`src/cmd_pkg.sv`:
```
package cmd_pkg;
	localparam int BG_W = 2;
	localparam int BA_W = 2;
	localparam int ADDR_W = 18;
	localparam int OP_W = 14;
	localparam int AP_BIT = 10;
	localparam int BC_BIT = 12;
	localparam int BURST_LEN8 = 4;
	localparam int BURST_CHOP4 = 2;
	localparam logic [2:0] CODE_MRS = 3'h0;
	localparam logic [2:0] CODE_REF = 3'h1;
	localparam logic [2:0] CODE_PRE = 3'h2;
	localparam logic [2:0] CODE_RFU = 3'h3;
	localparam logic [2:0] CODE_WR = 3'h4;
	localparam logic [2:0] CODE_RD = 3'h5;
	localparam logic [2:0] CODE_ZQ = 3'h6;
	localparam logic [2:0] CODE_NOP = 3'h7;
	typedef enum logic [4:0] {
		CMD_NONE = 5'h00, CMD_MRS = 5'h01, CMD_REF = 5'h02, CMD_SRE = 5'h03,
		CMD_SRX = 5'h04, CMD_PRE = 5'h05, CMD_PREA = 5'h06, CMD_ACT = 5'h07,
		CMD_WR = 5'h08, CMD_RD = 5'h09, CMD_NOP = 5'h0a, CMD_DES = 5'h0b,
		CMD_PDE = 5'h0c, CMD_PDX = 5'h0d, CMD_ZQCL = 5'h0e, CMD_ZQCS = 5'h0f,
		CMD_ILLEGAL = 5'h10
	} cmd_t;
	typedef enum logic [3:0] {
		ST_ACTIVE = 4'h1, ST_PDOWN = 4'h2, ST_SREF = 4'h4, ST_BURST = 4'h8
	} pstate_t;
endpackage : cmd_pkg

```
`src/cmd_if.sv`:
```
interface cmd_if;
	logic cke;
	logic cs_n;
	logic act_n;
	logic [2:0] cmd_pins; // Row strobe, column strobe, write enable
	logic [1:0] bg;
	logic [1:0] ba;
	logic [17:0] addr; // Bits 16:14 unused here; they ride on cmd_pins
	logic odt;
	modport ctrl (output cke, cs_n, act_n, cmd_pins, bg, ba, addr, odt);
	modport dev (input cke, cs_n, act_n, cmd_pins, bg, ba, addr, odt);
endinterface : cmd_if

```
`src/cmd_device.sv`:
```
// Device end: samples the pins each edge and reports the decoded command
module cmd_device (
	input wire logic I_CORE_CLK,
	input wire logic I_RSTN,
	cmd_if.dev bus,
	input wire logic I_OTF_EN,
	output logic O_CMD_VALID,
	output cmd_pkg::cmd_t O_CMD,
	output logic [3:0] O_BANK,
	output logic [2:0] O_MR_SEL,
	output logic [13:0] O_OPCODE,
	output logic [17:0] O_ROW,
	output logic [9:0] O_COL,
	output logic O_AUTO_PRE,
	output logic O_CHOP4,
	output logic O_BURST_BUSY,
	output logic O_SELF_REF,
	output logic O_POWER_DOWN,
	output logic O_ODT_EN,
	output logic O_ILLEGAL
);
	// Pins come from another chip, so each passes two flops; reset holds idle pin levels
	logic [28:0] s1_q, s2_q;
	always_ff @(posedge I_CORE_CLK or negedge I_RSTN) begin
		if (!I_RSTN) begin
			s1_q <= {1'b1, 1'b1, 1'b1, 3'h7, 23'h0};
			s2_q <= {1'b1, 1'b1, 1'b1, 3'h7, 23'h0};
		end else begin
			s1_q <= {bus.cke, bus.cs_n, bus.act_n, bus.cmd_pins, bus.bg, bus.ba, bus.addr, bus.odt};
			s2_q <= s1_q;
		end
	end
	logic cke, cs_n, act_n, odt, cke_prev_q;
	logic [2:0] code;
	logic [1:0] bg, ba;
	logic [17:0] addr;
	assign {cke, cs_n, act_n, code, bg, ba, addr, odt} = s2_q;

	always_ff @(posedge I_CORE_CLK or negedge I_RSTN) begin
		if (!I_RSTN) cke_prev_q <= 1'b1; // Idle level, so reset release shows no exit edge
		else cke_prev_q <= cke;
	end

	logic [2:0] burst_cnt_q;
	cmd_pkg::pstate_t st_q;
	cmd_pkg::cmd_t cmd_d;

	// Decode ignores don't-care pins; odt never enters it
	always_comb begin
		cmd_d = cmd_pkg::CMD_ILLEGAL;
		if (cke_prev_q && !cke) begin
			if (cs_n) cmd_d = cmd_pkg::CMD_PDE;
			else if (act_n && code == cmd_pkg::CODE_REF) cmd_d = cmd_pkg::CMD_SRE;
		end else if (!cke_prev_q && cke) begin
			if (cs_n) cmd_d = (st_q == cmd_pkg::ST_SREF) ? cmd_pkg::CMD_SRX : cmd_pkg::CMD_PDX;
			else if (act_n && code == cmd_pkg::CODE_NOP) cmd_d = cmd_pkg::CMD_SRX;
		end else if (!cke_prev_q) begin
			cmd_d = cmd_pkg::CMD_NONE; // Held low: maintain state
		end else if (cs_n) begin
			cmd_d = cmd_pkg::CMD_DES;
		end else if (!act_n) begin
			cmd_d = cmd_pkg::CMD_ACT;
		end else begin
			case (code)
				cmd_pkg::CODE_MRS: cmd_d = cmd_pkg::CMD_MRS;
				cmd_pkg::CODE_REF: cmd_d = cmd_pkg::CMD_REF;
				cmd_pkg::CODE_PRE: cmd_d = addr[cmd_pkg::AP_BIT] ? cmd_pkg::CMD_PREA : cmd_pkg::CMD_PRE;
				cmd_pkg::CODE_WR: cmd_d = cmd_pkg::CMD_WR;
				cmd_pkg::CODE_RD: cmd_d = cmd_pkg::CMD_RD;
				cmd_pkg::CODE_ZQ: cmd_d = addr[cmd_pkg::AP_BIT] ? cmd_pkg::CMD_ZQCL : cmd_pkg::CMD_ZQCS;
				cmd_pkg::CODE_NOP: cmd_d = cmd_pkg::CMD_NOP;
				default: cmd_d = cmd_pkg::CMD_ILLEGAL; // Reserved code
			endcase
		end
	end

	// Power state; refresh is not accepted in power-down
	always_ff @(posedge I_CORE_CLK or negedge I_RSTN) begin
		if (!I_RSTN) st_q <= cmd_pkg::ST_ACTIVE;
		else begin
			case (st_q)
				cmd_pkg::ST_ACTIVE: begin
					if (cmd_d == cmd_pkg::CMD_SRE) st_q <= cmd_pkg::ST_SREF;
					else if (cmd_d == cmd_pkg::CMD_PDE) st_q <= cmd_pkg::ST_PDOWN;
					else if (cmd_d == cmd_pkg::CMD_RD || cmd_d == cmd_pkg::CMD_WR) st_q <= cmd_pkg::ST_BURST;
				end
				cmd_pkg::ST_BURST: begin
					if (cmd_d == cmd_pkg::CMD_PDE) st_q <= cmd_pkg::ST_PDOWN;
					else if (burst_cnt_q == 3'h1 && cmd_d != cmd_pkg::CMD_RD && cmd_d != cmd_pkg::CMD_WR)
						st_q <= cmd_pkg::ST_ACTIVE;
				end
				cmd_pkg::ST_PDOWN: if (cmd_d == cmd_pkg::CMD_PDX) st_q <= cmd_pkg::ST_ACTIVE;
				cmd_pkg::ST_SREF: if (cmd_d == cmd_pkg::CMD_SRX) st_q <= cmd_pkg::ST_ACTIVE;
				default: st_q <= cmd_pkg::ST_ACTIVE;
			endcase
		end
	end

	// Burst counter runs on regardless of deselects or power-down
	logic chop_d;
	assign chop_d = I_OTF_EN && !addr[cmd_pkg::BC_BIT];
	always_ff @(posedge I_CORE_CLK or negedge I_RSTN) begin
		if (!I_RSTN) burst_cnt_q <= 3'h0;
		else if ((cmd_d == cmd_pkg::CMD_RD || cmd_d == cmd_pkg::CMD_WR) && st_q != cmd_pkg::ST_PDOWN)
			burst_cnt_q <= chop_d ? 3'(cmd_pkg::BURST_CHOP4) : 3'(cmd_pkg::BURST_LEN8);
		else if (burst_cnt_q != 3'h0) burst_cnt_q <= burst_cnt_q - 3'h1;
	end

	// Registered outputs; fields only update on accepted commands
	logic accept;
	assign accept = cmd_d != cmd_pkg::CMD_NONE && cmd_d != cmd_pkg::CMD_DES
		&& cmd_d != cmd_pkg::CMD_NOP && cmd_d != cmd_pkg::CMD_ILLEGAL;
	always_ff @(posedge I_CORE_CLK or negedge I_RSTN) begin
		if (!I_RSTN) begin
			O_CMD_VALID <= 1'b0;
			O_CMD <= cmd_pkg::CMD_NONE;
			O_BANK <= 4'h0;
			O_MR_SEL <= 3'h0;
			O_OPCODE <= 14'h0;
			O_ROW <= 18'h0;
			O_COL <= 10'h0;
			O_AUTO_PRE <= 1'b0;
			O_CHOP4 <= 1'b0;
			O_ILLEGAL <= 1'b0;
		end else begin
			O_CMD_VALID <= accept;
			O_CMD <= cmd_d;
			O_ILLEGAL <= cmd_d == cmd_pkg::CMD_ILLEGAL;
			if (accept) begin
				O_BANK <= {bg, ba};
				O_MR_SEL <= {bg[0], ba};
				O_OPCODE <= addr[13:0];
				O_ROW <= {addr[17], code, addr[13:0]};
				O_COL <= addr[9:0];
				O_AUTO_PRE <= addr[cmd_pkg::AP_BIT];
				O_CHOP4 <= chop_d;
			end
		end
	end

	always_ff @(posedge I_CORE_CLK or negedge I_RSTN) begin
		if (!I_RSTN) begin
			O_BURST_BUSY <= 1'b0;
			O_SELF_REF <= 1'b0;
			O_POWER_DOWN <= 1'b0;
			O_ODT_EN <= 1'b0;
		end else begin
			O_BURST_BUSY <= burst_cnt_q > 3'h1 || cmd_d == cmd_pkg::CMD_RD || cmd_d == cmd_pkg::CMD_WR;
			O_SELF_REF <= st_q == cmd_pkg::ST_SREF;
			O_POWER_DOWN <= st_q == cmd_pkg::ST_PDOWN;
			O_ODT_EN <= odt && st_q != cmd_pkg::ST_SREF;
		end
	end
endmodule : cmd_device

```
`src/flat_wrapper.sv`:
```
// flat-port wrapper written by rule: the top's interface ports become plain ports
module cmd_device_flat 
  (I_CORE_CLK, I_RSTN, I_OTF_EN, O_CMD_VALID, O_CMD, O_BANK, O_MR_SEL, O_OPCODE, O_ROW, O_COL, O_AUTO_PRE, O_CHOP4, O_BURST_BUSY, O_SELF_REF, O_POWER_DOWN, O_ODT_EN, O_ILLEGAL, bus_cke, bus_cs_n, bus_act_n, bus_cmd_pins, bus_bg, bus_ba, bus_addr, bus_odt);
  cmd_if bus_i ();
  input wire logic I_CORE_CLK;
  input wire logic I_RSTN;
  input wire logic I_OTF_EN;
  output logic O_CMD_VALID;
  output cmd_pkg::cmd_t O_CMD;
  output logic [3:0] O_BANK;
  output logic [2:0] O_MR_SEL;
  output logic [13:0] O_OPCODE;
  output logic [17:0] O_ROW;
  output logic [9:0] O_COL;
  output logic O_AUTO_PRE;
  output logic O_CHOP4;
  output logic O_BURST_BUSY;
  output logic O_SELF_REF;
  output logic O_POWER_DOWN;
  output logic O_ODT_EN;
  output logic O_ILLEGAL;
  input wire logic [$bits(bus_i.cke)-1:0] bus_cke;
  input wire logic [$bits(bus_i.cs_n)-1:0] bus_cs_n;
  input wire logic [$bits(bus_i.act_n)-1:0] bus_act_n;
  input wire logic [$bits(bus_i.cmd_pins)-1:0] bus_cmd_pins;
  input wire logic [$bits(bus_i.bg)-1:0] bus_bg;
  input wire logic [$bits(bus_i.ba)-1:0] bus_ba;
  input wire logic [$bits(bus_i.addr)-1:0] bus_addr;
  input wire logic [$bits(bus_i.odt)-1:0] bus_odt;
  assign bus_i.cke = bus_cke;
  assign bus_i.cs_n = bus_cs_n;
  assign bus_i.act_n = bus_act_n;
  assign bus_i.cmd_pins = bus_cmd_pins;
  assign bus_i.bg = bus_bg;
  assign bus_i.ba = bus_ba;
  assign bus_i.addr = bus_addr;
  assign bus_i.odt = bus_odt;
  cmd_device u_core (.I_CORE_CLK(I_CORE_CLK), .I_RSTN(I_RSTN), .bus(bus_i), .I_OTF_EN(I_OTF_EN), .O_CMD_VALID(O_CMD_VALID), .O_CMD(O_CMD), .O_BANK(O_BANK), .O_MR_SEL(O_MR_SEL), .O_OPCODE(O_OPCODE), .O_ROW(O_ROW), .O_COL(O_COL), .O_AUTO_PRE(O_AUTO_PRE), .O_CHOP4(O_CHOP4), .O_BURST_BUSY(O_BURST_BUSY), .O_SELF_REF(O_SELF_REF), .O_POWER_DOWN(O_POWER_DOWN), .O_ODT_EN(O_ODT_EN), .O_ILLEGAL(O_ILLEGAL));
endmodule
```
`config.mk`:
```
export PLATFORM = sky130hd
export DESIGN_NAME = cmd_device_flat
export DESIGN_NICKNAME = d
export VERILOG_FILES = /design/src/cmd_pkg.sv /design/src/cmd_if.sv /design/src/cmd_device.sv /design/src/flat_wrapper.sv
export SDC_FILE = /design/constraint.sdc
export NUM_CORES = 1
export LEC_CHECK = 0
export ABC_AREA = 1
export BUFFER_PORTS_ARGS = -buffer_cell sky130_fd_sc_hd__buf_4
export CAP_MARGIN = 5
export CORE_ASPECT_RATIO = 1.4
export CORE_MARGIN = 2
export CORE_UTILIZATION = 49
export DETAILED_ROUTE_END_ITERATION = 10
export PLACE_DENSITY = 0.75
export SLEW_MARGIN = 0
export SYNTH_ARGS = -nofsm -noshare
export SYNTH_HDL_FRONTEND = slang
export SYNTH_SLANG_ARGS = --single-unit
```
`constraint.sdc`:
```
create_clock -name I_CORE_CLK -period 2.08 [get_ports I_CORE_CLK]
set_input_delay 0.104 -clock I_CORE_CLK [delete_from_list [all_inputs] [get_ports I_CORE_CLK]]
set_output_delay 0.104 -clock I_CORE_CLK [all_outputs]
set_load 0.02 [all_outputs]
```
# == Word level (Yosys, flattened, before mapping) ==
# Cells that the tools add are included.
# Widths: inputs -> output; s select.
# classes
muxes,24
n_eq_ne,29
magnitude_cmp,1
add_sub_neg,1
reduce_logical,23
# ops
cell,count
$mux 5,9
$pmux 5 s7,1
$mux 4,8
$eq 5x4->1 const B,4
$ne 5x4->1 const B,4
$pmux 4 s4,1
$eq 3x3->1 const B,4
$logic_and 1x1->1,12
$mux 3,3
$eq 3x1->1 const B,2
$eq 5x2->1 const B,1
$eq 5x3->1 const B,1
$eq 5x5->1 const B,1
$ne 5x5->1 const B,1
$reduce_bool 5->1,1
$eq 4x1->1 const B,1
$eq 4x2->1 const B,1
$eq 4x3->1 const B,1
$eq 4x4->1 const B,1
$ne 4x1->1 const B,1
$ne 4x2->1 const B,1
$ne 4x3->1 const B,1
$reduce_and 4->1,1
$eq 3x2->1 const B,1
other kinds (12),16
# word_totals
inputBits,32
output_inout_bits,62
ff_bits,128
elab_cells,97

# == Depth between registers and ports, before layout ==
# Gate-level depths: netlist of run 1.
# logic_depth
depth_word,13
mapped_depth,14
ltp_nobuf,13

# == Least setup slack after synthesis of run 1 ==
# OpenSTA, ideal clock, no wires.
# synth_timing
path_kind,register to register
startpoint,register u_core.s2_q[28]
endpoint,register u_core.O_COL[3]
setup_time_ns,0.116
t_required_ns,1.964
period_less_slack_ns,1.656
path_stages_with_launch,13
path_buffers,1
slack_ns,0.424
arrival_ns,1.539
cell_sequence,dfstp_2 > inv_1 > nand2_2 > nor2_1 > a21oi_1 > nand2_2 > nor2_2 > nand3_2 > nand2_4 > inv_4 > buf_8 > nand2_1 > nand2_1
# synth_via
elab_chain_len,7
word_cells_on_any_way,12
classes_between,eq/ne (3); mux (2); reduce/logical (7)
# synth_lines
item,line,source
start: declaration,cmd_device.sv:23,"logic [28:0] s1_q, s2_q;"
start signal: assignment,cmd_device.sv:27,"s2_q <= {1'b1, 1'b1, 1'b1, 3'h7, 23'h0};"
start signal: assignment,cmd_device.sv:30,s2_q <= s1_q;
$logic_and 1x1->1 or $logic_not 1->1 (tied branches),"cmd_device.sv:54, cmd_device.sv:51",
$mux 5 or $logic_and 1x1->1 (tied branches),"cmd_device.sv:54, cmd_device.sv:51",
$mux 5 (*),cmd_device.sv:51,if (cke_prev_q && !cke) begin
via u_core.cmd_d[3],cmd_device.sv:46,cmd_pkg::cmd_t cmd_d;
$ne 5x4->1 or $reduce_bool 5->1 (tied branches),cmd_device.sv:111,assign accept = cmd_d != cmd_pkg::CMD_NONE && cmd_d != cmd_pkg::CMD_DES
$logic_and 1x1->1,cmd_device.sv:111,
$logic_and 1x1->1,cmd_device.sv:112,&& cmd_d != cmd_pkg::CMD_NOP && cmd_d != cmd_pkg::CMD_ILLEGAL;
$logic_and 1x1->1 (*),cmd_device.sv:112,
via u_core.accept,cmd_device.sv:110,logic accept;
end signal: assignment,cmd_device.sv:134,O_COL <= addr[9:0];
end: declaration,cmd_device.sv:13,"output logic [9:0] O_COL,"
# The timed path passes the listed nets; every way through them passes the cells marked *.
# A chain may end at the register's enable or synchronous reset.

# == Worst setup path in the final report of run 1 ==
# layout_timing
startpoint,register u_core.s2_q[28]
endpoint,register u_core.O_ROW[11]
# layout_via
elab_chain_len,7
word_cells_on_any_way,12
classes_between,eq/ne (3); mux (2); reduce/logical (7)
# layout_lines
item,line,source
$logic_and 1x1->1 or $logic_not 1->1 (tied branches),"cmd_device.sv:54, cmd_device.sv:51",
$mux 5 or $logic_and 1x1->1 (tied branches),"cmd_device.sv:54, cmd_device.sv:51",
$mux 5 (*),cmd_device.sv:51,
via u_core.cmd_d[3],cmd_device.sv:46,
$ne 5x4->1 or $reduce_bool 5->1 (tied branches),cmd_device.sv:111,
$logic_and 1x1->1,cmd_device.sv:111,
$logic_and 1x1->1,cmd_device.sv:112,
$logic_and 1x1->1 (*),cmd_device.sv:112,
end signal: assignment,cmd_device.sv:133,"O_ROW <= {addr[17], code, addr[13:0]};"
end: declaration,cmd_device.sv:12,"output logic [17:0] O_ROW,"
# Marked as above.

==> results of run 1 <==
-- layout by cell type (no fill, tap or decap) --
cell | Yosys | layout
inv_6 | 0 | 1
ha_1 | 3 | 3
inv_1 | 26 | 26
buf_12 | 0 | 1
nand2_2 | 13 | 13
xor2_1 | 1 | 1
nor4_1 | 1 | 1
inv_4 | 1 | 1
nand3_2 | 2 | 2
inv_2 | 5 | 5
dfrtp_1 | 80 | 80
nor3_1 | 3 | 3
nand4_1 | 3 | 3
dlygate4sd3_1 | 0 | 27
nor2_4 | 2 | 2
buf_4 | 28 | 91
clkinv_1 | 0 | 1
a21oi_1 | 7 | 7
nand3_1 | 9 | 9
clkbuf_8 | 0 | 10
nor2_1 | 13 | 13
nor3b_2 | 1 | 1
clkbuf_1 | 0 | 2
nand2_1 | 82 | 82
dfstp_2 | 14 | 14
clkinv_4 | 0 | 2
o21ai_1 | 1 | 1
nor2_2 | 3 | 3
o21ai_0 | 11 | 11
nand2_4 | 4 | 4
-- critical path, cell delays in order (launching register included) --
cell,delay [ns]
dfstp_2,0.54
inv_1,0.06
nor2_1,0.15
nand3_1,0.17
nand2_2,0.16
nand2_4,0.09
inv_2,0.05
nand2_2,0.05
nand2_4,0.19
inv_4,0.15
nand2_1,0.10
nand2_1,0.06
-- sequential cells by signal, indices dropped and copies added, names as in the netlist, 2 cells and up --
signal and count:
u_core.s1_q 26, u_core.s2_q 26, u_core.O_COL 9, u_core.O_ROW 9
u_core.O_CMD 5, u_core.st_q 4, u_core.burst_cnt_q 3, u_core.O_BANK 2
u_core.O_MR_SEL 2
-- metal layers --
layer	global-route usage, %	routed length, um	vias up
li1	-	-	1148
met1	17.4	2270	1083
met2	28.3	3340	69
met3	4.65	333	15
met4	8.02	142	0
met5	0	0	-
-- cell type report --
class | count | area, um^2
Clock inverter | 4 | 30.0
Inverter | 32 | 123
Tap cell | 95 | 119
Clock buffer | 12 | 145
Sequential cell | 94 | 2370
Multi-Input combinational cell | 159 | 783
Fill cell | 558 | 2440
Timing Repair Buffer | 119 | 973
-- metrics by stage --
stage	hold WS, ns	setup slack [ns]	utilization (%)	std cells
2_1_floorplan	-0.192	0.424	-	317
3_3_place_gp	0.105	0.228	58.7	472
3_5_place_dp	0.112	0.201	58.7	472
4_1_cts	0.192	0.189	65.1	515
5_1_grt	0.197	0.00511	65.1	515
6_report	0.192	0.198	65.1	515
-- kinds of logic after synthesis --
group                    count (synthesis)
adder cells (fa/ha/maj)                  3
AO/OA/AOI/OAI                           19
buffers and inverters                   64
XOR/XNOR                                 1
AND/OR/NAND/NOR                        136
flip-flops                              94
-- power groups by stage --
| stage | clock network (mW) | registers, mW | logic, mW |
|---|---|---|---|
| after floorplan | 0 | 2.30 | 0.654 |
| after global placement | 0 | 2.20 | 1.05 |
| after detailed placement | 0 | 2.21 | 1.07 |
| after CTS | 1.10 | 2.17 | 1.12 |
| after global routing | 1.18 | 2.20 | 1.23 |
| final | 1.06 | 2.17 | 1.11 |
-- worst max path at each step --
stage                  endpoint  cells after the start       startpoint
2_1_floorplan   u_core.O_COL[3]                     12  u_core.s2_q[28]
3_3_place_gp    u_core.O_COL[3]                     11  u_core.s2_q[28]
3_5_place_dp    u_core.O_COL[8]                     11  u_core.s2_q[28]
4_1_cts         u_core.O_COL[8]                     12  u_core.s2_q[28]
5_1_grt        u_core.O_ROW[11]                     12  u_core.s2_q[28]
6_report       u_core.O_ROW[11]                     11  u_core.s2_q[28]
==> results.json, run 1 <==
{
  "period_share_pct": 90.5,
  "die_y_um": 104,
  "initialDrtViolationCount": 75,
  "worst_setup_path_start_kind": "register",
  "r2r_end": "u_core.O_ROW[11]",
  "synth.largest_area_cell": "dfrtp_1",
  "power_switching_share_pct": 31.5,
  "post-dp-hpwl_mm": 4.21,
  "synth.yosys.seq_area_share_pct": 67.0,
  "final_design_area_no_fill_um2": 4540,
  "run_status": "finished clean",
  "remaining_max_slew_budget_at_the_tightest_pin_pct": 65.3,
  "drt_wl_total_mm": 6.09,
  "finalNetCount": 450,
  "viasPerCell": 4.50,
  "synthMuxAreaShare_pct": 0,
  "crit_type": "register to register",
  "cts.repair_timing.setup_buffer_count": 0,
  "groute.usage.overall_pct": 16.4,
  "synth-seq-cells": 94,
  "fmax_mhz": 531,
  "critical_path_end_type": "register",
  "switching_power_mw": 1.37,
  "power.combinational.fraction_pct": 25.6,
  "synth-edff-count": 0,
  "timing.max_cap.violations": 0,
  "clock_tree_from_tritoncts": "built",
  "floorplan.rows": 36,
  "diode_insertion_count_for_antenna_repair": 0,
  "drcViolationCount": 0,
  "regToRegStartpoint": "u_core.s2_q[28]",
  "min_path_cells": 5,
  "clockPowerShare_pct": 24.5,
  "synth.top_cells.by_count": "nand2_1, dfrtp_1, buf_4",
  "worst_slew_pin_slew_ns": 0.520,
  "post_cts.resized_instances": 0,
  "hold_viol_final": 0,
  "wl_per_cell_um": 11.8,
  "place_area_um2": 4100,
  "die_width_um": 75.8,
  "grt_pass1_wl_mm": 9.82,
  "powerDensity_nw_per_um2": 957,
  "r2r_setup_slack_ns": 0.20,
  "mapped_cells": 317,
  "synth_top_family_by_area": "simple AND/OR/NAND/NOR gates",
  "mappedNetlistArea_um2": 3530,
  "synth.yosys.warnings": 0,
  "synthesis.nets": 352,
  "numClockSinks": 94,
  "sequential_group_share_of_total_power_pct": 50.0,
  "synth_top_area_share_pct": 56.6,
  "cts.reportedPaths.clkPinSlew_ns": 0.09,
  "fin_skew_ns": 0.0139,
  "coreArea_um2": 6980,
  "gp_weighted_congestion": 0.856,
  "floorplan.initialDensity_pct": 50.6,
  "worst_ep_arrival_time_ns": 2.13,
  "rsz0062_at_grt": "no",
  "power.internal_mw": 2.98,
  "timing.final.setup_violations": 0,
  "grt.overflow.total": 0,
  "adder_cell_area_share_of_the_yosys_netlist_pct": 1.06,
  "floorplan.die_area_um2": 7920,
  "maximum_number_of_pins_on_one_net_before_global_route_repair": 54,
  "grt_antenna_before_repair": 0,
  "asyncSetResetFlopFracSynth_pct": 100,
  "synthesis.area_per_instance_um2": 11.2,
  "area_growth_syn_to_layout_pct": 28.5,
  "clock_tree.buffer_depth": 2,
  "final_layout_size_suffix_gt1_share_pct": 35.7,
  "register_to_register_path_depth": 11,
  "yosys.cell_count.top_type": "nand2_1",
  "period_minus_ws_final_ns": 1.88,
  "synthFlopType": "dfrtp_1",
  "route.vias.total": 2315,
  "maxSlewViolCount": 0,
  "ant_nets": 0,
  "synth_compound_area_share_pct": 2.69,
  "hold_class": "input pin to register",
  "synthXorXnorAreaFrac_pct": 0.248,
  "ctsHtreeMaxLevel": 3,
  "vdd_ir_max_v": 0.000516,
  "clockRootBuffer": "clkbuf_8",
  "synth.area.top_cells": "dfrtp_1, dfstp_2, nand2_1",
  "drt_pass1_iterations": 4,
  "cts_inserted_buffers": 9,
  "grt_pass1_vias": 2341,
  "crit_path_max_fanout": 20,
  "synthDistinctLibCells": 25,
  "design_power_total_mw": 4.35,
  "cts.hold.buffers_added": 27,
  "io_pins": 94,
  "tns_ns": 0,
  "worstHoldEndpoint": "u_core.O_CHOP4",
  "cell_leakage_power_nw": 2.33,
  "data_required_time_at_the_worst_endpoint_ns": 2.33,
  "hp-start": "I_OTF_EN",
  "clock_latency_ns": 0.36,
  "port_buffers": 90,
  "synthesized_area_fraction_occupied_by_and_or_nand_nor_cells_pct": 18.2
}
Power figures use the tool's default switching activity.
==> run 2, diff against run 1 <==
--- a/config.mk
+++ b/config.mk
@@ -6,12 +6,13 @@
 export NUM_CORES = 1
 export LEC_CHECK = 0
 export ABC_AREA = 1
-export BUFFER_PORTS_ARGS = -buffer_cell sky130_fd_sc_hd__buf_4
+export BUFFER_PORTS_ARGS = -buffer_cell sky130_fd_sc_hd__buf_2
 export CAP_MARGIN = 5
 export CORE_ASPECT_RATIO = 1.4
 export CORE_MARGIN = 2
 export CORE_UTILIZATION = 49
 export DETAILED_ROUTE_END_ITERATION = 10
+export GPL_ROUTABILITY_DRIVEN = 0
 export PLACE_DENSITY = 0.75
 export SLEW_MARGIN = 0
 export SYNTH_ARGS = -nofsm -noshare
==> results.json, run 2 (synthesis gave the netlist of run 1 again) <==
{
  "remaining_max_slew_budget_at_the_tightest_pin_pct": 59.0,
  "post-place-ws_ns": 0.307,
  "hold_viol_final": 0,
  "maxSlewViolCount": 0,
  "port_buffers": 90,
  "critical_path_end_type": "register",
  "coreArea_um2": 6980,
  "final_layout_size_suffix_gt1_share_pct": 36.1,
  "route.vias.total": 2294,
  "ctsHtreeMaxLevel": 3,
  "critical_path.max_stage_delay_ns": 0.55,
  "highest_layer": "met4",
  "finalNonFillerCells": 516,
  "floorplan.initialDensity_pct": 50.6,
  "crit_path_start": "u_core.s2_q[28]",
  "cts.repair_timing.setup_buffer_count": 0,
  "met2_wirelength_mm": 3.26,
  "worst_setup_path_start_kind": "register",
  "diode_insertion_count_for_antenna_repair": 0,
  "finalWorstSetupSlack_ns": 0.300,
  "initialDrtViolationCount": 84,
  "hold_class": "input pin to register",
  "grt_antenna_before_repair": 0,
  "worst_slew_pin_slew_ns": 0.615,
  "most_common_cell_after_layout_fill_and_taps_aside": "buf_2",
  "clock_tree_from_tritoncts": "built",
  "floorplan.die_area_um2": 7920,
  "drt_wl_total_mm": 5.89,
  "vdd_ir_max_v": 0.000536,
  "largest_registers": "u_core.s1_q (26), u_core.s2_q (26)",
  "timing.max_cap.violations": 0,
  "drcViolationCount": 0,
  "ant_nets": 0,
  "cell_leakage_power_nw": 2.27,
  "data_required_time_at_the_worst_endpoint_ns": 2.35,
  "finalNetCount": 451,
  "nFillCells": 556,
  "maximum_number_of_pins_on_one_net_before_global_route_repair": 53,
  "post-dp-hpwl_mm": 4.14,
  "most_frequent_cells_in_the_layout": "buf_2, nand2_1, dfrtp_1, dlygate4sd3_1, inv_1",
  "placed_cells_incl_taps": 473,
  "multi_input_comb_area_um2": 783,
  "rsz0062_at_grt": "no",
  "clock_latency_ns": 0.35,
  "crit_type": "register to register",
  "grt.overflow.total": 0,
  "cts.reportedPaths.clkPinSlew_ns": 0.08,
  "hold_ws_ns": 0.187,
  "powerDensity_nw_per_um2": 988,
  "wl_per_cell_um": 11.4,
  "cp_common_cell": "nand2_4",
  "grt_pass1_vias": 2323,
  "worst_ep_arrival_time_ns": 2.05,
  "die_y_um": 104,
  "design_power_total_mw": 4.30,
  "run_status": "finished clean",
  "met3_wirelength_um": 295,
  "clockRootBuffer": "clkbuf_8",
  "period_minus_ws_final_ns": 1.78,
  "grt_pass1_wl_mm": 9.99,
  "floorplan.rows": 36,
  "final-seq-area_um2": 2370,
  "hp-start": "I_OTF_EN",
  "routedLengthMet1_mm": 2.22,
  "area_growth_syn_to_layout_pct": 23.0,
  "numClockSinks": 94,
  "regToRegStartpoint": "u_core.s2_q[28]",
  "viasPerCell": 4.45,
  "groute.usage.overall_pct": 16.9,
  "worstPathCellList": "inv_1, nor2_1, nand3_1, nand2_2, nand2_4, nor2_4, nand2_4, nand3_2, nor3b_2",
  "die_width_um": 75.8,
  "fin_skew_ns": 0.00599,
  "drt_pass1_iterations": 4,
  "clock_tree.buffer_depth": 2,
  "timing.final.setup_violations": 0,
  "period_share_pct": 85.6,
  "fmax_mhz": 562,
  "cts_inserted_buffers": 9,
  "crit_path_max_fanout": 5,
  "cpMaxStageDelayCell": "dfstp_2",
  "tns_ns": 0,
  "io_pins": 94
}
[run 2: where the power goes]
| part | switching, mW | internal, mW |
|---|---|---|
| registers | 0.121 | 2.04 |
| clock network | 0.551 | 0.572 |
| logic | 0.651 | 0.363 |
| total | 1.32 | 2.98 |
[run 2: stage by stage]
stage	area, um^2	util [%]
final	4350	62.3
after detailed placement	3880	55.6
after global placement	3880	55.6
after CTS	4350	62.3
after global routing	4350	62.3
after floorplan	3530	-
[run 2: metal layers]
metal / vias to the layer above / track usage, %
met4: 0 / 7.14
met1: 1081 / 17.8
met3: 9 / 5.04
met5: - / 0
met2: 61 / 29.7
li1: 1143 / -
[run 2: critical path: cells and delay by family (launching register included)]
kind | cells | cell delay [ns]
buffers and inverters | 1 | 0.06
flip-flops | 1 | 0.55
AND/OR/NAND/NOR | 8 | 1.09
[run 2: repair_timing]
action / 4_1_cts / 5_1_grt
hold buffers: 27 / 0
endpoints found under the hold margin: 62 / 0
resized for setup: 0 / 0
[run 2: worst paths after layout]
check,to,slack (ns),cells past startpoint
max,u_core.burst_cnt_q[2],0.30,9
min,u_core.O_CHOP4,0.19,5
max reg2reg,u_core.burst_cnt_q[2],0.30,9
min reg2reg,u_core.s2_q[13],0.35,0
max in group asynchronous,u_core.O_COL[8],1.05,3
min in group asynchronous,u_core.s1_q[13],0.31,2
[run 2: layout make-up]
type	count	share of cell area (%)
Timing Repair Buffer	120	17.4
Clock inverter	2	0.288
Multi-Input combinational cell	159	18.0
Tap cell	95	2.73
Sequential cell	94	54.5
Inverter	32	2.82
Clock buffer	14	4.23
